--- src/vop_pkg.sv ---
// Purpose: shared constants for the rail offset and protection block
// Assumes: 125 MHz clock, analog levels arrive as codes or comparator bits
// Notes:   voltages in mV unless named otherwise
package vop_pkg;
  localparam int CLK_MHZ      = 125;
  // protection filter times
  localparam int OV_FILT_NS   = 1000;
  localparam int UV_FILT_NS   = 3000;
  localparam int SUPPLY_LOCKOUT_FILT_NS = 3000;
  localparam int OV_FILT_CYC  = (OV_FILT_NS * CLK_MHZ + 999) / 1000;
  localparam int UV_FILT_CYC  = (UV_FILT_NS * CLK_MHZ + 999) / 1000;
  localparam int SUPPLY_LOCKOUT_CYC     = (SUPPLY_LOCKOUT_FILT_NS * CLK_MHZ + 999) / 1000;
  // voltage thresholds
  localparam logic [12:0] OFS_REF_MV  = 13'h04B0; // 1200 mV
  localparam logic [12:0] OV_FLOOR_MV = 13'h0384; // 900 mV
  localparam logic [12:0] OV_UV_MV    = 13'h0145; // 325 mV
  // current monitor conversion, input in 0.25 mV steps
  localparam logic [13:0] ADC_LSB_Q   = 14'h0019; // 6.25 mV
  localparam logic [8:0]  ADC_MAX     = 9'h1FF;   // 511
  // average trip as percent of spike trip, per strap
  localparam logic [6:0]  PCT_TAB [4] = '{7'h64, 7'h5A, 7'h50, 7'h46};
  localparam logic [16:0] PCT_DIV     = 17'h0064;
  localparam logic [2:0]  ALL_PHASES  = 3'h4;
  localparam logic [2:0]  RAMP_DEM    = 3'h4;
  // register map, byte addresses
  localparam logic [7:0]  CTRL_OFS = 8'h00;
  localparam logic [7:0]  TON_OFS  = 8'h04;
  localparam logic [7:0]  STAT_OFS = 8'h08;
  localparam logic [7:0]  IOUT_OFS = 8'h0C;
  localparam logic [13:0] CTRL_RST = 14'h1000; // four phases, no offset
  localparam logic [11:0] TON_RST  = 12'h0040;
  typedef enum logic [1:0] {SEL_NONE, SEL_PRI, SEL_ALT} vop_sel_t;
  typedef enum {OC_IDLE, OC_WAIT, OC_OFF} vop_oc_t;
endpackage

--- src/vop_ctrl.sv ---
// Purpose: offset selection, phase handling and fault protection
// Assumes: comparator inputs synchronous, APB slave with no wait states
// Notes:   latched faults clear only by reset or an enable rising edge
//
// Decided for this implementation: the placing of the registers and the APB register port.
`timescale 1ns/1ps
`default_nettype none

// holds hit once cond has stayed high for N cycles
module vop_filt #(parameter int N = 4) (
  input  wire logic clk_i,
  input  wire logic rst_i,
  input  wire logic cond_i,
  output logic      hit_o
);
  localparam int W = $clog2(N + 1);
  localparam logic [W-1:0] TOP = W'(N);
  logic [W-1:0] cnt;
  // saturating run-length counter
  always_ff @(posedge clk_i or posedge rst_i) begin
    if (rst_i) cnt <= '0;
    else if (!cond_i) cnt <= '0;
    else if (cnt != TOP) cnt <= cnt + 1'b1;
  end
  assign hit_o = (cnt == TOP);
endmodule

// How it works
// - sample offset pin low at enable rise
// - straps pick offset pin per rail
// - core offset is pin minus 1.2V plus initial
// - rising code forces four phases, falling holds
// - diode emulation swaps ramp, strap sets ramp
// - monitor voltage to 511 steps of 6.25mV
// - fast pulse overrides on-time of active phases
// - average trip needs trigger delay
// - peak trip acts at once
// - trip drives indicator low, starts action delay
// - still high after delay kills all drives
// - average threshold is percent of peak
// - overvoltage floor 0.9V+325mV or ref+325mV
// - overvoltage turns low sides on, highs off
// - overvoltage shuts down other rail too
// - overvoltage needs 1us persistence
// - negative output drops low sides during overvoltage
// - undervoltage after 3us turns all off
// - undervoltage shuts down other rail too
// - supply low 3us halts all drives
// - disabled second rail rejects its commands
module vop_ctrl
  import vop_pkg::*;
#(
  parameter int TRIG_CYC = 16,
  parameter int ACT_CYC  = 16
) (
  input  wire logic        clk_i,
  input  wire logic        rst_i,
  input  wire logic        psel_i,
  input  wire logic        penable_i,
  input  wire logic        pwrite_i,
  input  wire logic [7:0]  paddr_i,
  input  wire logic [31:0] pwdata_i,
  output logic [31:0]      prdata_o,
  output logic             pready_o,
  output logic             pslverr_o,
  input  wire logic        enable_i,
  input  wire logic        primary_offset_low_i,
  input  wire logic [11:0] primary_offset_pin_i,
  input  wire logic [11:0] alternate_offset_pin_i,
  input  wire logic [1:0]  offset_enable_strap_i,
  input  wire logic [1:0]  ramp_amplitude_strap_i,
  input  wire logic [1:0]  ocp_pct_strap_i,
  input  wire logic        code_up_i,
  input  wire logic        code_down_i,
  input  wire logic [13:0] current_monitor_pin_i,
  input  wire logic        adc_sample_i,
  input  wire logic        fast_trigger_i,
  input  wire logic        avg_above_i,
  input  wire logic        peak_above_i,
  input  wire logic        filt_above_i,
  input  wire logic [9:0]  peak_threshold_i,
  input  wire logic [11:0] output_sense_input_i,
  input  wire logic [11:0] voltage_code_i,
  input  wire logic        sense_below_zero_i,
  input  wire logic        vcc_low_i,
  input  wire logic        driver_supply_monitor_low_i,
  input  wire logic        second_rail_fault_i,
  input  wire logic        second_rail_sense_neg_1_high_i,
  input  wire logic        second_rail_cmd_i,
  output logic [13:0]      core_offset_o,
  output logic [13:0]      second_rail_offset_o,
  output logic [2:0]       active_phases_o,
  output logic             diode_emulation_o,
  output logic [2:0]       ramp_setting_o,
  output logic             fast_transient_pulse_o,
  output logic [3:0]       ontime_override_o,
  output logic [9:0]       avg_threshold_o,
  output logic             overcurrent_indicator_n_o,
  output logic [3:0]       high_side_en_o,
  output logic [3:0]       low_side_en_o,
  output logic             second_rail_soft_off_o,
  output logic             core_soft_off_o,
  output logic             second_rail_cmd_accept_o,
  output logic             second_rail_cmd_reject_o
);
  logic [13:0] ctrl;
  logic [11:0] ton;
  logic [8:0]  iout;
  logic        en_q;
  logic        init_on;
  logic [11:0] qr_cnt;
  logic [15:0] act_cnt;
  vop_oc_t     oc_st;
  logic        overvoltage_latch;
  logic        undervoltage_latch;
  logic        avg_hit;
  logic        ov_hit;
  logic        uv_hit;
  logic        supply_lockout;

  // strap and control decode
  wire         en_rise   = enable_i & ~en_q;
  wire         core_str  = offset_enable_strap_i[1];
  wire         second_rail_offset_enable = offset_enable_strap_i[0];
  vop_sel_t    core_sel;
  vop_sel_t    nb_sel;
  assign core_sel = !core_str ? SEL_NONE :
                    second_rail_offset_enable ? SEL_PRI : SEL_ALT;
  assign nb_sel   = !second_rail_offset_enable ? SEL_NONE :
                    core_str ? SEL_ALT : SEL_PRI;

  // external offset is pin minus reference
  wire [13:0] pri_ext = {2'b00, primary_offset_pin_i} - {1'b0, OFS_REF_MV};
  wire [13:0] alt_ext = {2'b00, alternate_offset_pin_i} - {1'b0, OFS_REF_MV};
  wire [13:0] core_ext = core_sel == SEL_PRI ? pri_ext :
                         core_sel == SEL_ALT ? alt_ext : 14'h0000;
  wire [13:0] nb_ext   = nb_sel == SEL_PRI ? pri_ext :
                         nb_sel == SEL_ALT ? alt_ext : 14'h0000;
  wire [13:0] init_ofs = init_on ? {{4{ctrl[9]}}, ctrl[9:0]} : 14'h0000;

  // phase count and ramp selection
  wire [2:0] phase_req = ctrl[12:10];
  wire [2:0] next_phases = code_up_i ? ALL_PHASES :
                           code_down_i ? active_phases_o : phase_req;
  wire       next_dem = ctrl[13] & (phase_req == 3'h1) &
                        ~code_up_i & ~code_down_i;
  wire [2:0] next_ramp = next_dem ? RAMP_DEM
                                  : {1'b0, ramp_amplitude_strap_i};
  logic [3:0] act_mask;
  always_comb begin
    for (int i = 0; i < 4; i++) act_mask[i] = (3'(i) < active_phases_o);
  end

  // current monitor conversion with clamp
  wire [13:0] adc_q   = current_monitor_pin_i / ADC_LSB_Q;
  wire [8:0]  adc_val = (adc_q > {5'h00, ADC_MAX}) ? ADC_MAX : adc_q[8:0];

  // average threshold from strap percentage
  wire [16:0] thr_prod = peak_threshold_i * PCT_TAB[ocp_pct_strap_i];
  wire [16:0] thr_div  = thr_prod / PCT_DIV;

  // fault conditions
  wire [12:0] vsen  = {1'b0, output_sense_input_i};
  wire [12:0] vref  = {1'b0, voltage_code_i};
  wire ov_cond = (vref < OV_FLOOR_MV) ? (vsen > OV_FLOOR_MV + OV_UV_MV)
                                      : (vsen > vref + OV_UV_MV);
  wire uv_cond = (vsen + OV_UV_MV) < vref;
  wire oc_trip = avg_hit | peak_above_i;
  wire negative_voltage_guard     = overvoltage_latch & sense_below_zero_i;

  vop_filt #(.N(TRIG_CYC)) u_avg (.clk_i(clk_i), .rst_i(rst_i),
    .cond_i(avg_above_i), .hit_o(avg_hit));
  vop_filt #(.N(OV_FILT_CYC)) u_ov (.clk_i(clk_i), .rst_i(rst_i),
    .cond_i(ov_cond), .hit_o(ov_hit));
  vop_filt #(.N(UV_FILT_CYC)) u_uv (.clk_i(clk_i), .rst_i(rst_i),
    .cond_i(uv_cond), .hit_o(uv_hit));
  vop_filt #(.N(SUPPLY_LOCKOUT_CYC)) u_supply_lockout (.clk_i(clk_i), .rst_i(rst_i),
    .cond_i(vcc_low_i | driver_supply_monitor_low_i),
    .hit_o(supply_lockout));

  // drive enables after protection override
  wire all_off  = supply_lockout | undervoltage_latch | (oc_st == OC_OFF) |
                  ~enable_i;
  wire [3:0] next_hs = (all_off | overvoltage_latch) ? 4'h0 : act_mask;
  wire [3:0] next_ls = all_off ? 4'h0 :
                       overvoltage_latch ? (negative_voltage_guard ? 4'h0 : act_mask)
                                         : act_mask;

  // bus decode
  wire setup   = psel_i & ~penable_i;
  wire wr_en   = psel_i & penable_i & pwrite_i & pready_o;
  wire hit_ctl = paddr_i == CTRL_OFS;
  wire hit_ton = paddr_i == TON_OFS;
  wire hit_st  = paddr_i == STAT_OFS;
  wire hit_io  = paddr_i == IOUT_OFS;
  wire mapped  = hit_ctl | hit_ton | hit_st | hit_io;
  wire [31:0] stat_word = {23'h00_0000, second_rail_sense_neg_1_high_i,
                           core_soft_off_o, supply_lockout, oc_st == OC_OFF,
                           ~overcurrent_indicator_n_o, negative_voltage_guard,
                           undervoltage_latch, overvoltage_latch, init_on};
  wire [31:0] rd_word = hit_ctl ? {18'h0, ctrl} :
                        hit_ton ? {20'h0, ton} :
                        hit_st  ? stat_word :
                        hit_io  ? {23'h0, iout} : 32'h0000_0000;

  // apb: answer in the first access cycle
  always_ff @(posedge clk_i or posedge rst_i) begin
    if (rst_i) begin
      pready_o  <= 1'b0;
      pslverr_o <= 1'b0;
      prdata_o  <= 32'h0000_0000;
    end else begin
      pready_o  <= setup;
      pslverr_o <= setup & ~mapped;
      prdata_o  <= (setup & ~pwrite_i) ? rd_word : 32'h0000_0000;
    end
  end

  // software registers
  always_ff @(posedge clk_i or posedge rst_i) begin
    if (rst_i) begin
      ctrl <= CTRL_RST;
      ton  <= TON_RST;
    end else if (wr_en) begin
      if (hit_ctl) ctrl <= pwdata_i[13:0];
      if (hit_ton) ton <= pwdata_i[11:0];
    end
  end

  // enable edge, offset sampling and offsets
  always_ff @(posedge clk_i or posedge rst_i) begin
    if (rst_i) begin
      en_q                 <= 1'b0;
      init_on              <= 1'b0;
      core_offset_o        <= 14'h0000;
      second_rail_offset_o <= 14'h0000;
    end else begin
      en_q <= enable_i;
      if (en_rise) init_on <= ~primary_offset_low_i;
      core_offset_o        <= core_ext + init_ofs;
      second_rail_offset_o <= nb_ext;
    end
  end

  // phases, ramp, monitor result and threshold
  always_ff @(posedge clk_i or posedge rst_i) begin
    if (rst_i) begin
      active_phases_o   <= ALL_PHASES;
      diode_emulation_o <= 1'b0;
      ramp_setting_o    <= 3'h0;
      iout              <= 9'h000;
      avg_threshold_o   <= 10'h000;
    end else begin
      active_phases_o   <= next_phases;
      diode_emulation_o <= next_dem;
      ramp_setting_o    <= next_ramp;
      if (adc_sample_i) iout <= adc_val;
      avg_threshold_o   <= thr_div[9:0];
    end
  end

  // fast transient pulse, one on-time long
  wire [11:0] next_qr = (fast_trigger_i && qr_cnt == 12'h000) ? ton :
                        (qr_cnt != 12'h000) ? qr_cnt - 12'h001 : 12'h000;
  always_ff @(posedge clk_i or posedge rst_i) begin
    if (rst_i) begin
      qr_cnt                 <= 12'h000;
      fast_transient_pulse_o <= 1'b0;
      ontime_override_o      <= 4'h0;
    end else begin
      qr_cnt                 <= next_qr;
      fast_transient_pulse_o <= next_qr != 12'h000;
      ontime_override_o      <= (next_qr != 12'h000) ? act_mask : 4'h0;
    end
  end

  // overcurrent: indicator, action delay, shutdown
  always_ff @(posedge clk_i or posedge rst_i) begin
    if (rst_i) begin
      oc_st                     <= OC_IDLE;
      act_cnt                   <= 16'h0000;
      overcurrent_indicator_n_o <= 1'b1;
    end else if (en_rise) begin
      oc_st                     <= OC_IDLE;
      overcurrent_indicator_n_o <= 1'b1;
    end else begin
      case (oc_st)
        OC_IDLE: if (oc_trip) begin
          oc_st                     <= OC_WAIT;
          act_cnt                   <= 16'(ACT_CYC - 1);
          overcurrent_indicator_n_o <= 1'b0;
        end
        OC_WAIT: if (act_cnt != 16'h0000) begin
          act_cnt <= act_cnt - 16'h0001;
        end else if (filt_above_i) begin
          oc_st <= OC_OFF;
        end else begin
          oc_st                     <= OC_IDLE;
          overcurrent_indicator_n_o <= 1'b1;
        end
        default: oc_st <= OC_OFF;
      endcase
    end
  end

  // voltage fault latches and cross-rail shutdown
  always_ff @(posedge clk_i or posedge rst_i) begin
    if (rst_i) begin
      overvoltage_latch      <= 1'b0;
      undervoltage_latch     <= 1'b0;
      second_rail_soft_off_o <= 1'b0;
      core_soft_off_o        <= 1'b0;
    end else begin
      if (en_rise) begin // a fault set below wins over this clear
        overvoltage_latch      <= 1'b0;
        undervoltage_latch     <= 1'b0;
        second_rail_soft_off_o <= 1'b0;
        core_soft_off_o        <= 1'b0;
      end
      if (ov_hit) overvoltage_latch <= 1'b1;
      if (uv_hit) undervoltage_latch <= 1'b1;
      if (ov_hit | uv_hit) second_rail_soft_off_o <= 1'b1;
      if (second_rail_fault_i) core_soft_off_o <= 1'b1;
    end
  end

  // drives and second rail command gate
  always_ff @(posedge clk_i or posedge rst_i) begin
    if (rst_i) begin
      high_side_en_o           <= 4'h0;
      low_side_en_o            <= 4'h0;
      second_rail_cmd_accept_o <= 1'b0;
      second_rail_cmd_reject_o <= 1'b0;
    end else begin
      high_side_en_o           <= next_hs;
      low_side_en_o            <= next_ls;
      second_rail_cmd_accept_o <= second_rail_cmd_i &
                                  ~second_rail_sense_neg_1_high_i;
      second_rail_cmd_reject_o <= second_rail_cmd_i &
                                  second_rail_sense_neg_1_high_i;
    end
  end
endmodule

`default_nettype wire

--- config.mk ---
export PLATFORM = sky130hd
export DESIGN_NAME = vop_ctrl
export DESIGN_NICKNAME = d
export VERILOG_FILES = /design/src/vop_pkg.sv /design/src/vop_ctrl.sv
export SDC_FILE = /design/constraint.sdc
export NUM_CORES = 1
export LEC_CHECK = 0
export BUFFER_PORTS_ARGS = -buffer_cell sky130_fd_sc_hd__buf_2
export CAP_MARGIN = 30
export CORE_MARGIN = 10
export CORE_UTILIZATION = 30
export CTS_CLUSTER_DIAMETER = 80
export DETAILED_ROUTE_END_ITERATION = 7
export MAX_ROUTING_LAYER = met4
export PLACE_DENSITY = 0.54
export SKIP_CTS_REPAIR_TIMING = 1
export SLEW_MARGIN = 20
export SYNTH_ARGS = -nofsm -noshare
export SYNTH_HDL_FRONTEND = slang
export SYNTH_SLANG_ARGS = --single-unit
--- constraint.sdc ---
create_clock -name clk_i -period 14.3 [get_ports clk_i]
set_clock_uncertainty 0.2 [all_clocks]
set_input_delay 0 -clock clk_i [delete_from_list [all_inputs] [get_ports clk_i]]
set_output_delay 0 -clock clk_i [all_outputs]
set_load 0.01 [all_outputs]
==> impl_metrics.tcl, run 1 <==
set metrics [dict create \
    grt_pass1_vias 12200 \
    cpPeakStageDelay_ns 0.61 \
    grt_max_degree 110 \
    drv_slew 0 \
    cts-root-buf "clkbuf_16" \
    cts_tree "built" \
    fillCellCount 4935 \
    dr.pass1.iters 5 \
    drt_iter0_markers 713 \
    path_buf_inv 5 \
    status "complete, but fails checks" \
    cp-end-kind "register" \
    whs_ns -0.0347 \
    critPathKind "primary input to register" \
    period_minus_slack_ns 10.78 \
    fmaxAchievable_mhz 92.8 \
    ant_nets 0 \
    netlist_instances 1632 \
    hold_path_class "primary input to register" \
    synth_top_flop_cell "dfrtp_1" \
    yosysUniqueCellTypes 103 \
    crit_fanout 20 \
    synth.avg_cell_area_um2 9.04 \
    cp.arrival_ns 10.95 \
    routabilityCongestion 0.863 \
    clk_latency_ns 0.45 \
    place_hpwl_um 30300 \
    viasPerCell 4.92 \
    fp.dieArea_um2 58500 \
    synth-async-reset-ratio_pct 100 \
    die_w_um 242 \
    gr-total-overflow 0 \
    slew_headroom_pct 38.5 \
    seq_area_frac_synth_pct 29.9 \
    start_kind "primary input" \
    cts_buffers 17 \
    pin_count 235 \
    required_ns 14.47 \
    grtUsageTotal_pct 13.0 \
    yosys.area.top_type "dfrtp_1" \
    yosys_register_bits 176 \
    setup_viol 0 \
    drt_wl_total_um 39200 \
    cts_max_level 4 \
    tns_ns 0 \
    clk_pin_slew_ns 0.07 \
    die_y_um 242 \
    fin_nets 2157 \
    synth_top_area_share_pct 29.2 \
    rsz0062_at_grt "no" \
    antenna_found_initial 1 \
    slowest_stage "nor2b_1" \
    cts.sinks 176 \
    grt_pass1_wl_um 62600 \
    initial_core_util_pct 30.3 \
    drc 0 \
    yosys_warnings 0 \
    path_delay_family "compound AO/OA/AOI/OAI gates" \
    clockBufferDepth 2 \
    via_count 12700 \
    hold_violations 8 \
    finalCritPeriodShare_pct 75.4 \
    coreArea_um2 48700 \
    avgRoutedWirePerCell_um 15.2 \
    layout-drive-gt1-share_pct 17.3 \
    synth_edf_count 0 \
    worst_pin_slew_ns 0.917 \
    syn_to_final_growth_pct 20.9 \
    port_buffers 198 \
    failed_checks "hold timing" \
    cap_violations 0 \
    yosys-top-cells-area "dfrtp_1 29%, ha_1 7.6%, fa_1 4.6%, xnor2_1 4.3%, nor2_1 3.7%" \
    synthesis.area_um2 14800 \
    row_count 81 \
]
## placed cells by master (no fill, tap or decap), types with 12 or more instances in the layout
cell type      netlist  final
xor2_1              48     48
and3_1              18     18
or3_1               16     16
ha_1                90     90
nor4_1              14     12
a211oi_1            12     12
nand3_1             47     47
fa_1                34     34
a21o_1              17     17
dfrtp_1            172    172
o22ai_1             12     12
and2_1              56     56
xnor2_1             73     73
o21a_1              18     18
clkbuf_16            0     17
o211ai_1            22     22
nand4_1             13     13
conb_1               1     18
o21ai_0             70     70
nor2b_1             68     68
nand2b_1            28     28
dlygate4sd3_1        0     92
nand2_1            107    107
nor3_1              31     31
nor2_1             146    146
mux2i_1             43     43
a31oi_1             19     19
inv_1               86     85
mux2_2              34     34
a21oi_1             84     84
buf_2                6    199
## per-layer routing
| layer | GRT usage, % | wire length [um] |
|---|---|---|
| met5 | - | 0 |
| met2 | 22.5 | 19900 |
| met1 | 16.0 | 18000 |
| met4 | 2.44 | 265 |
| met3 | 1.81 | 1070 |
## tightest hold or removal path, stage by stage
cell     delay [ns]
buf_2          0.10
mux2i_1        0.09
nor2b_1        0.13
ha_1           0.18
xnor2_1        0.07
## per-stage QoR
step	setup WS, ns	cell area [um2]	utilization, %	std cells
finish	3.52	17800	36.6	2574
global route	2.87	17800	36.6	2573
CTS	3.61	16900	34.7	2480
detailed placement	3.18	16300	33.5	2448
global placement	3.22	16300	33.5	2447
floorplan	4.68	14800	-	1649
## cell type report
cell class	instances	area, um2	area share [%]
clock inverters	14	140	0.785
clock buffers	18	439	2.46
repair buffers	296	1950	11.0
inverters	88	338	1.89
multi-input cells	1316	9730	54.5
well taps	664	831	4.66
diodes	2	5.00	0.0280
flip-flops and latches	176	4410	24.7
## cells in the mapped netlist, drive strengths merged (7+ instances only)
| master | number |
|---|---|
| a211oi | 14 |
| a21boi | 7 |
| a21o | 17 |
| a21oi | 88 |
| a31oi | 20 |
| and2 | 56 |
| and3 | 19 |
| buf | 30 |
| clkbuf | 39 |
| dfrtp | 172 |
| fa | 34 |
| ha | 90 |
| inv | 88 |
| mux2 | 37 |
| mux2i | 45 |
| mux4 | 7 |
| nand2 | 107 |
| nand2b | 28 |
| nand3 | 47 |
| nand4 | 13 |
| nor2 | 147 |
| nor2b | 68 |
| nor3 | 31 |
| nor4 | 14 |
| o211ai | 24 |
| o21a | 18 |
| o21ai | 77 |
| o21bai | 8 |
| o22ai | 14 |
| o31ai | 12 |
| or2 | 9 |
| or3 | 16 |
| xnor2 | 75 |
| xor2 | 48 |
## final timing paths
kind                                                 from  cells past startpoint                 endpoint  slack (ns)
max in group asynchronous                           rst_i                      4  u_supply_lockout.cnt[5]       12.46
worst min-delay path            alternate_offset_pin_i[3]                      5         core_offset_o[3]       -0.03
min in group asynchronous                           rst_i                      3  second_rail_offset_o[5]        0.01
worst min register to register     second_rail_soft_off_o                      2   second_rail_soft_off_o        0.29
worst max-delay path                   ocp_pct_strap_i[0]                     37       avg_threshold_o[0]        3.52
worst max register to register                  qr_cnt[0]                     12     ontime_override_o[1]       10.66
## sequential cells by signal, summed over array words and instances, names as in the netlist, 2 cells and up
signal,flops
avg_threshold_o,10
qr_cnt,12
active_phases_o,3
act_cnt,16
u_avg.cnt,5
prdata_o,14
core_offset_o,14
high_side_en_o,4
ctrl,14
low_side_en_o,4
ramp_setting_o,2
oc_st,2
u_supply_lockout.cnt,9
ton,12
u_ov.cnt,7
second_rail_offset_o,13
u_uv.cnt,9
ontime_override_o,4
iout,9
## logic make-up (layout without fill, tap and decap cells)
| family | after synthesis | after routing | share of synthesized area, % |
|---|---|---|---|
| AOI/OAI and AO/OA | 379 | 379 | 18.3 |
| xor gates and xnor gates | 123 | 123 | 7.40 |
| adders and majority gates | 127 | 127 | 12.5 |
| buffers and inverters | 157 | 416 | 4.71 |
| DFF | 176 | 176 | 29.9 |
| muxes | 89 | 89 | 7.07 |
| other | 1 | 20 | 0.0254 |
| and+or+nand+nor | 580 | 580 | 20.2 |
Power of run 1 is left out: the tool's default activity adds up to more than one toggle a clock period on the data nets, which glitch-free logic cannot reach.
==> run 2, diff against run 1 <==
Settings changed: ABC_AREA from default to 1, PLACE_DENSITY 0.54 to 0.56.
Clock period 14.3 ns to 8.9 ns, I/O delays scaled along.
==> impl_metrics.tcl, run 2 <==
set metrics [dict create \
    drt_wl_total_um 37200 \
    grtUsageTotal_pct 13.2 \
    cts_max_level 4 \
    yosys-top-cells-area "dfrtp_1 30%, nand2_1 11%, inv_1 9.4%, ha_1 8.0%, nor2_1 4.9%" \
    via_count 13100 \
    initial_core_util_pct 30.4 \
    viasPerCell 4.57 \
    antenna_found_initial 0 \
    grt_pass1_wl_um 61500 \
    netlist_instances 1950 \
    avgRoutedWirePerCell_um 13.1 \
    clockBufferDepth 2 \
    layout-drive-gt1-share_pct 15.9 \
    synth_edf_count 0 \
    required_ns 9.09 \
    finalCritPeriodShare_pct 89.3 \
    slowest_stage "fa_1" \
    final_cell_mix "405 x nand2_1, 353 x inv_1, 198 x buf_2" \
    synth-adder-area-share_pct 12.8 \
    r2r_slack_ns 5.36 \
    synth_top_area_share_pct 30.4 \
    cap_violations 0 \
    cp.arrival_ns 8.13 \
    tns_ns 0 \
    regMostFlops "act_cnt" \
    n_antenna_cell 0 \
    gr-total-overflow 0 \
    yosys_register_bits 176 \
    final_cell_area_um2 17200 \
    whs_ns -0.0274 \
    synthesis.area_um2 14200 \
    failed_checks "hold timing" \
    pin_count 235 \
    synth.most_common_cell "nand2_1" \
    drc 0 \
    seq_area_frac_synth_pct 31.2 \
    yosys.area.top_type "dfrtp_1" \
    synth-compound-area-share_pct 11.4 \
    yosysUniqueCellTypes 60 \
    ant_nets 0 \
    start_kind "primary input" \
    yosys_warnings 0 \
    coreArea_um2 46600 \
    port_buffers 198 \
    layout_commonest_cell "nand2_1" \
    synth_simple_gate_area_share_pct 28.8 \
    fin_nets 2496 \
    die_w_um 237 \
    cts_buffers 17 \
    dp_slack_ns 0.273 \
    largest_reg_flops 16 \
    fp.dieArea_um2 56300 \
    routabilityCongestion 0.865 \
    crit_fanout 11 \
    synth.avg_cell_area_um2 7.26 \
    syn_to_final_growth_pct 21.8 \
    drv_slew 0 \
    worst_path_most_repeated_cell "nand2_2" \
    hold_path_class "primary input to register" \
    synth-async-reset-ratio_pct 100 \
    slew_headroom_pct 43.8 \
    yosys-top-cells-count "405 x nand2_1, 354 x inv_1, 183 x nor2_1, 172 x dfrtp_1, 109 x nand3_1" \
    setup_viol 0 \
    fmaxAchievable_mhz 126 \
    layout_setup_ws_ns 0.953 \
    row_count 79 \
    clk_latency_ns 0.45 \
    grt_pass1_vias 12700 \
    period_minus_slack_ns 7.95 \
    drt_iter0_markers 691 \
    fillCellCount 4855 \
    cpPeakStageDelay_ns 0.52 \
    critPathKind "primary input to register" \
    post_dp_cell_area_um2 15800 \
    cp-end-kind "register" \
    synth_xor_area_share_pct 4.39 \
    grt_max_degree 63 \
    rsz0062_at_grt "no" \
    status "complete, but fails checks" \
    synth_top_flop_cell "dfrtp_1" \
    cts.sinks 176 \
    die_y_um 237 \
    place_hpwl_um 30000 \
    clk_pin_slew_ns 0.07 \
    cts_tree "built" \
    cts-root-buf "clkbuf_16" \
    synthMuxAreaShare_pct 0 \
    dr.pass1.iters 7 \
    worst_pin_slew_ns 0.841 \
    synth_top_family_by_area "simple AND/OR/NAND/NOR gates" \
    hold_violations 13 \
]
[run 2: cell types whose count changed after synthesis, moves of 55 or more]
| cell | change |
|---|---|
| xnor2_1 | -56 |
| inv_1 | +268 |
| and2_1 | -55 |
| nand3_1 | +62 |
| nor2b_1 | -68 |
| nand2_1 | +298 |
[run 2: cell type report]
| cell class | instances | area, um2 | share of cell area [%] |
|---|---|---|---|
| Multi-Input combinational cell | 1379 | 8210 | 47.6 |
| Sequential cell | 176 | 4410 | 25.6 |
| Timing Repair Buffer | 287 | 1860 | 10.8 |
| Inverter | 373 | 1410 | 8.16 |
| Tap cell | 607 | 759 | 4.40 |
| Clock buffer | 19 | 453 | 2.63 |
| Clock inverter | 13 | 145 | 0.842 |
[run 2: routing by layer]
metal | vias up | global-route usage [%] | share of wire (%)
li1 | 6779 | - | -
met5 | - | - | 0
met3 | 26 | 1.86 | 3.1
met2 | 175 | 21.9 | 48
met1 | 6073 | 16.7 | 48
met4 | 0 | 3.05 | 1.0
[run 2: path summary, 6_finish.rpt]
check,start,endpoint,cells past startpoint
worst min-delay path,output_sense_input_i[11],u_ov.cnt[3],4
min in group asynchronous,rst_i,avg_threshold_o[9],4
worst min register to register,act_cnt[15],act_cnt[15],1
worst max-delay path,ocp_pct_strap_i[0],avg_threshold_o[0],60
worst max register to register,init_on,core_offset_o[12],17
max in group asynchronous,rst_i,en_q,5
[run 2: per-stage QoR]
stage | hold WS (ns) | util, % | instances
detailed placement | -0.105 | 34.0 | 2741
global placement | -0.109 | 34.0 | 2741
finish | -0.0274 | 37.0 | 2854
global route | 0.00210 | 37.0 | 2854
CTS | -0.600 | 35.2 | 2773
floorplan | -0.169 | - | 1967
[run 2: cell families (layout without fill, tap and decap cells)]
group	after synthesis	count (layout)
flops	176	176
simple gates	889	889
other cells	1	18
fa+ha+maj	124	124
compound gates	277	277
buf+inv	412	692
xor+xnor	71	71
[run 2: critical path: cells and delay by family]
family | cells | cell delay, ns
AND/OR/NAND/NOR | 45 | 4.27
adder cells (fa/ha/maj) | 6 | 2.68
buffers and inverters | 7 | 0.68
XOR/XNOR | 1 | 0.28
AO/OA/AOI/OAI | 1 | 0.22
Power of run 2 is left out for the same reason.
==> run 3, diff against run 2 <==
Settings changed: PLACE_DENSITY 0.56 to 0.55.
==> impl_metrics.tcl, run 3 (synthesized netlist as in run 2, its figures left out) <==
set metrics [dict create \
    cts_buffers 17 \
    regMostFlops "act_cnt" \
    grtUsageTotal_pct 13.4 \
    coreArea_um2 46600 \
    clk_pin_slew_ns 0.07 \
    failed_checks "hold timing" \
    grtUsageMet3_pct 2.15 \
    drt_wl_total_um 37400 \
    port_buffers 198 \
    path_delay_family "simple AND/OR/NAND/NOR gates" \
    cp.arrival_ns 8.11 \
    cap_violations 0 \
    grt_max_degree 67 \
    hold_violations 19 \
    cts_max_level 4 \
    die_w_um 237 \
    routabilityCongestion 0.864 \
    finalCritPeriodShare_pct 89.6 \
    crit_fanout 10 \
    required_ns 9.04 \
    use_met1_pct 16.7 \
    dr.pass1.iters 5 \
    ant_nets 0 \
    layout_commonest_cell "nand2_1" \
    antenna_found_initial 1 \
    worst_pin_slew_ns 0.844 \
    drc 0 \
    syn_to_final_growth_pct 22.1 \
    setup_viol 0 \
    row_count 79 \
    fin_nets 2499 \
    busiest_layer "met2" \
    cp-end-kind "register" \
    largest_reg_flops 16 \
    grt_pass1_vias 12500 \
    avgRoutedWirePerCell_um 13.1 \
    status "complete, but fails checks" \
    fillCellCount 4853 \
    fmaxAchievable_mhz 125 \
    start_kind "primary input" \
    critPathKind "primary input to register" \
    met2_usage_pct 22.2 \
    slowest_stage "fa_1" \
    initial_core_util_pct 30.4 \
    clk_latency_ns 0.45 \
    layout-drive-gt1-share_pct 16.0 \
    cpPeakStageDelay_ns 0.53 \
    tns_ns 0 \
    drv_slew 0 \
    slew_headroom_pct 43.6 \
    cts_tree "built" \
    final_cell_mix "405 x nand2_1, 353 x inv_1, 198 x buf_2" \
    path_buf_inv 11 \
    hold_path_class "primary input to register" \
    whs_ns -0.0517 \
    gr-total-overflow 0 \
    cts.sinks 176 \
    rsz0062_at_grt "no" \
    die_y_um 237 \
    cts-root-buf "clkbuf_16" \
    drt_iter0_markers 621 \
    clockBufferDepth 2 \
    grt_pass1_wl_um 61800 \
    worst_path_most_repeated_cell "nand2_1" \
    period_minus_slack_ns 7.98 \
    place_hpwl_um 30300 \
    viasPerCell 4.58 \
    pin_count 235 \
    via_count 13100 \
    fp.dieArea_um2 56300 \
]
run 3: cell types whose count changed in the layout (fill, tap and decap cells not counted), sizes merged:
cell and delta:
diode +1, inv +1, clkbuf -1, buf +3
run 3: metrics by stage:
step	cells	instance area (um2)	hold WS [ns]	utilization [%]	worst slack (ns)
final	2858	17300	-0.0517	37.1	0.925
after global routing	2858	17300	0.00191	37.1	0.0115
after CTS	2775	16400	-0.612	35.3	0.850
after detailed placement	2743	15800	-0.115	34.0	0.390
after global placement	2743	15800	-0.118	34.0	0.485
after floorplan	1967	14200	-0.169	-	0.906
run 3: final timing paths:
kind,startpoint,endpoint,slack (ns),depth (start not counted)
worst max register to register,init_on,core_offset_o[12],5.43,17
worst max-delay path,ocp_pct_strap_i[0],avg_threshold_o[0],0.92,60
worst min-delay path,output_sense_input_i[11],u_ov.cnt[3],-0.05,4
max in group asynchronous,rst_i,ontime_override_o[3],6.18,7
worst min register to register,act_cnt[15],act_cnt[15],0.28,1
min in group asynchronous,rst_i,avg_threshold_o[9],0.51,4
run 3: metal layers:
metal  wire (um)  up-vias  part of all wire, %
met4         518        0                  1.4
met5           0        -                    0
met2       18000      209                   48
met1       17600     6061                   47
li1            -     6786                    -
met3        1360       31                  3.6
run 3: area by class of cell:
type | instances | area (um2) | share of cell area (%)
Timing Repair Buffer | 290 | 1900 | 11.0
Antenna cell | 1 | 2.50 | 0.0145
Sequential cell | 176 | 4410 | 25.5
Clock buffer | 18 | 439 | 2.54
Inverter | 373 | 1410 | 8.15
Clock inverter | 14 | 168 | 0.971
Tap cell | 607 | 759 | 4.40
Multi-Input combinational cell | 1379 | 8190 | 47.4
run 3: worst reg2reg max path, delay by kind of cell (launching register included):
kind                     cells  cell delay, ns
buffers and inverters        2            0.13
adder cells (fa/ha/maj)      2            0.56
flip-flops                   1            0.64
XOR/XNOR                     1            0.18
AO/OA/AOI/OAI                7            1.04
AND/OR/NAND/NOR              5            0.65
Power of run 3 is left out for the same reason.
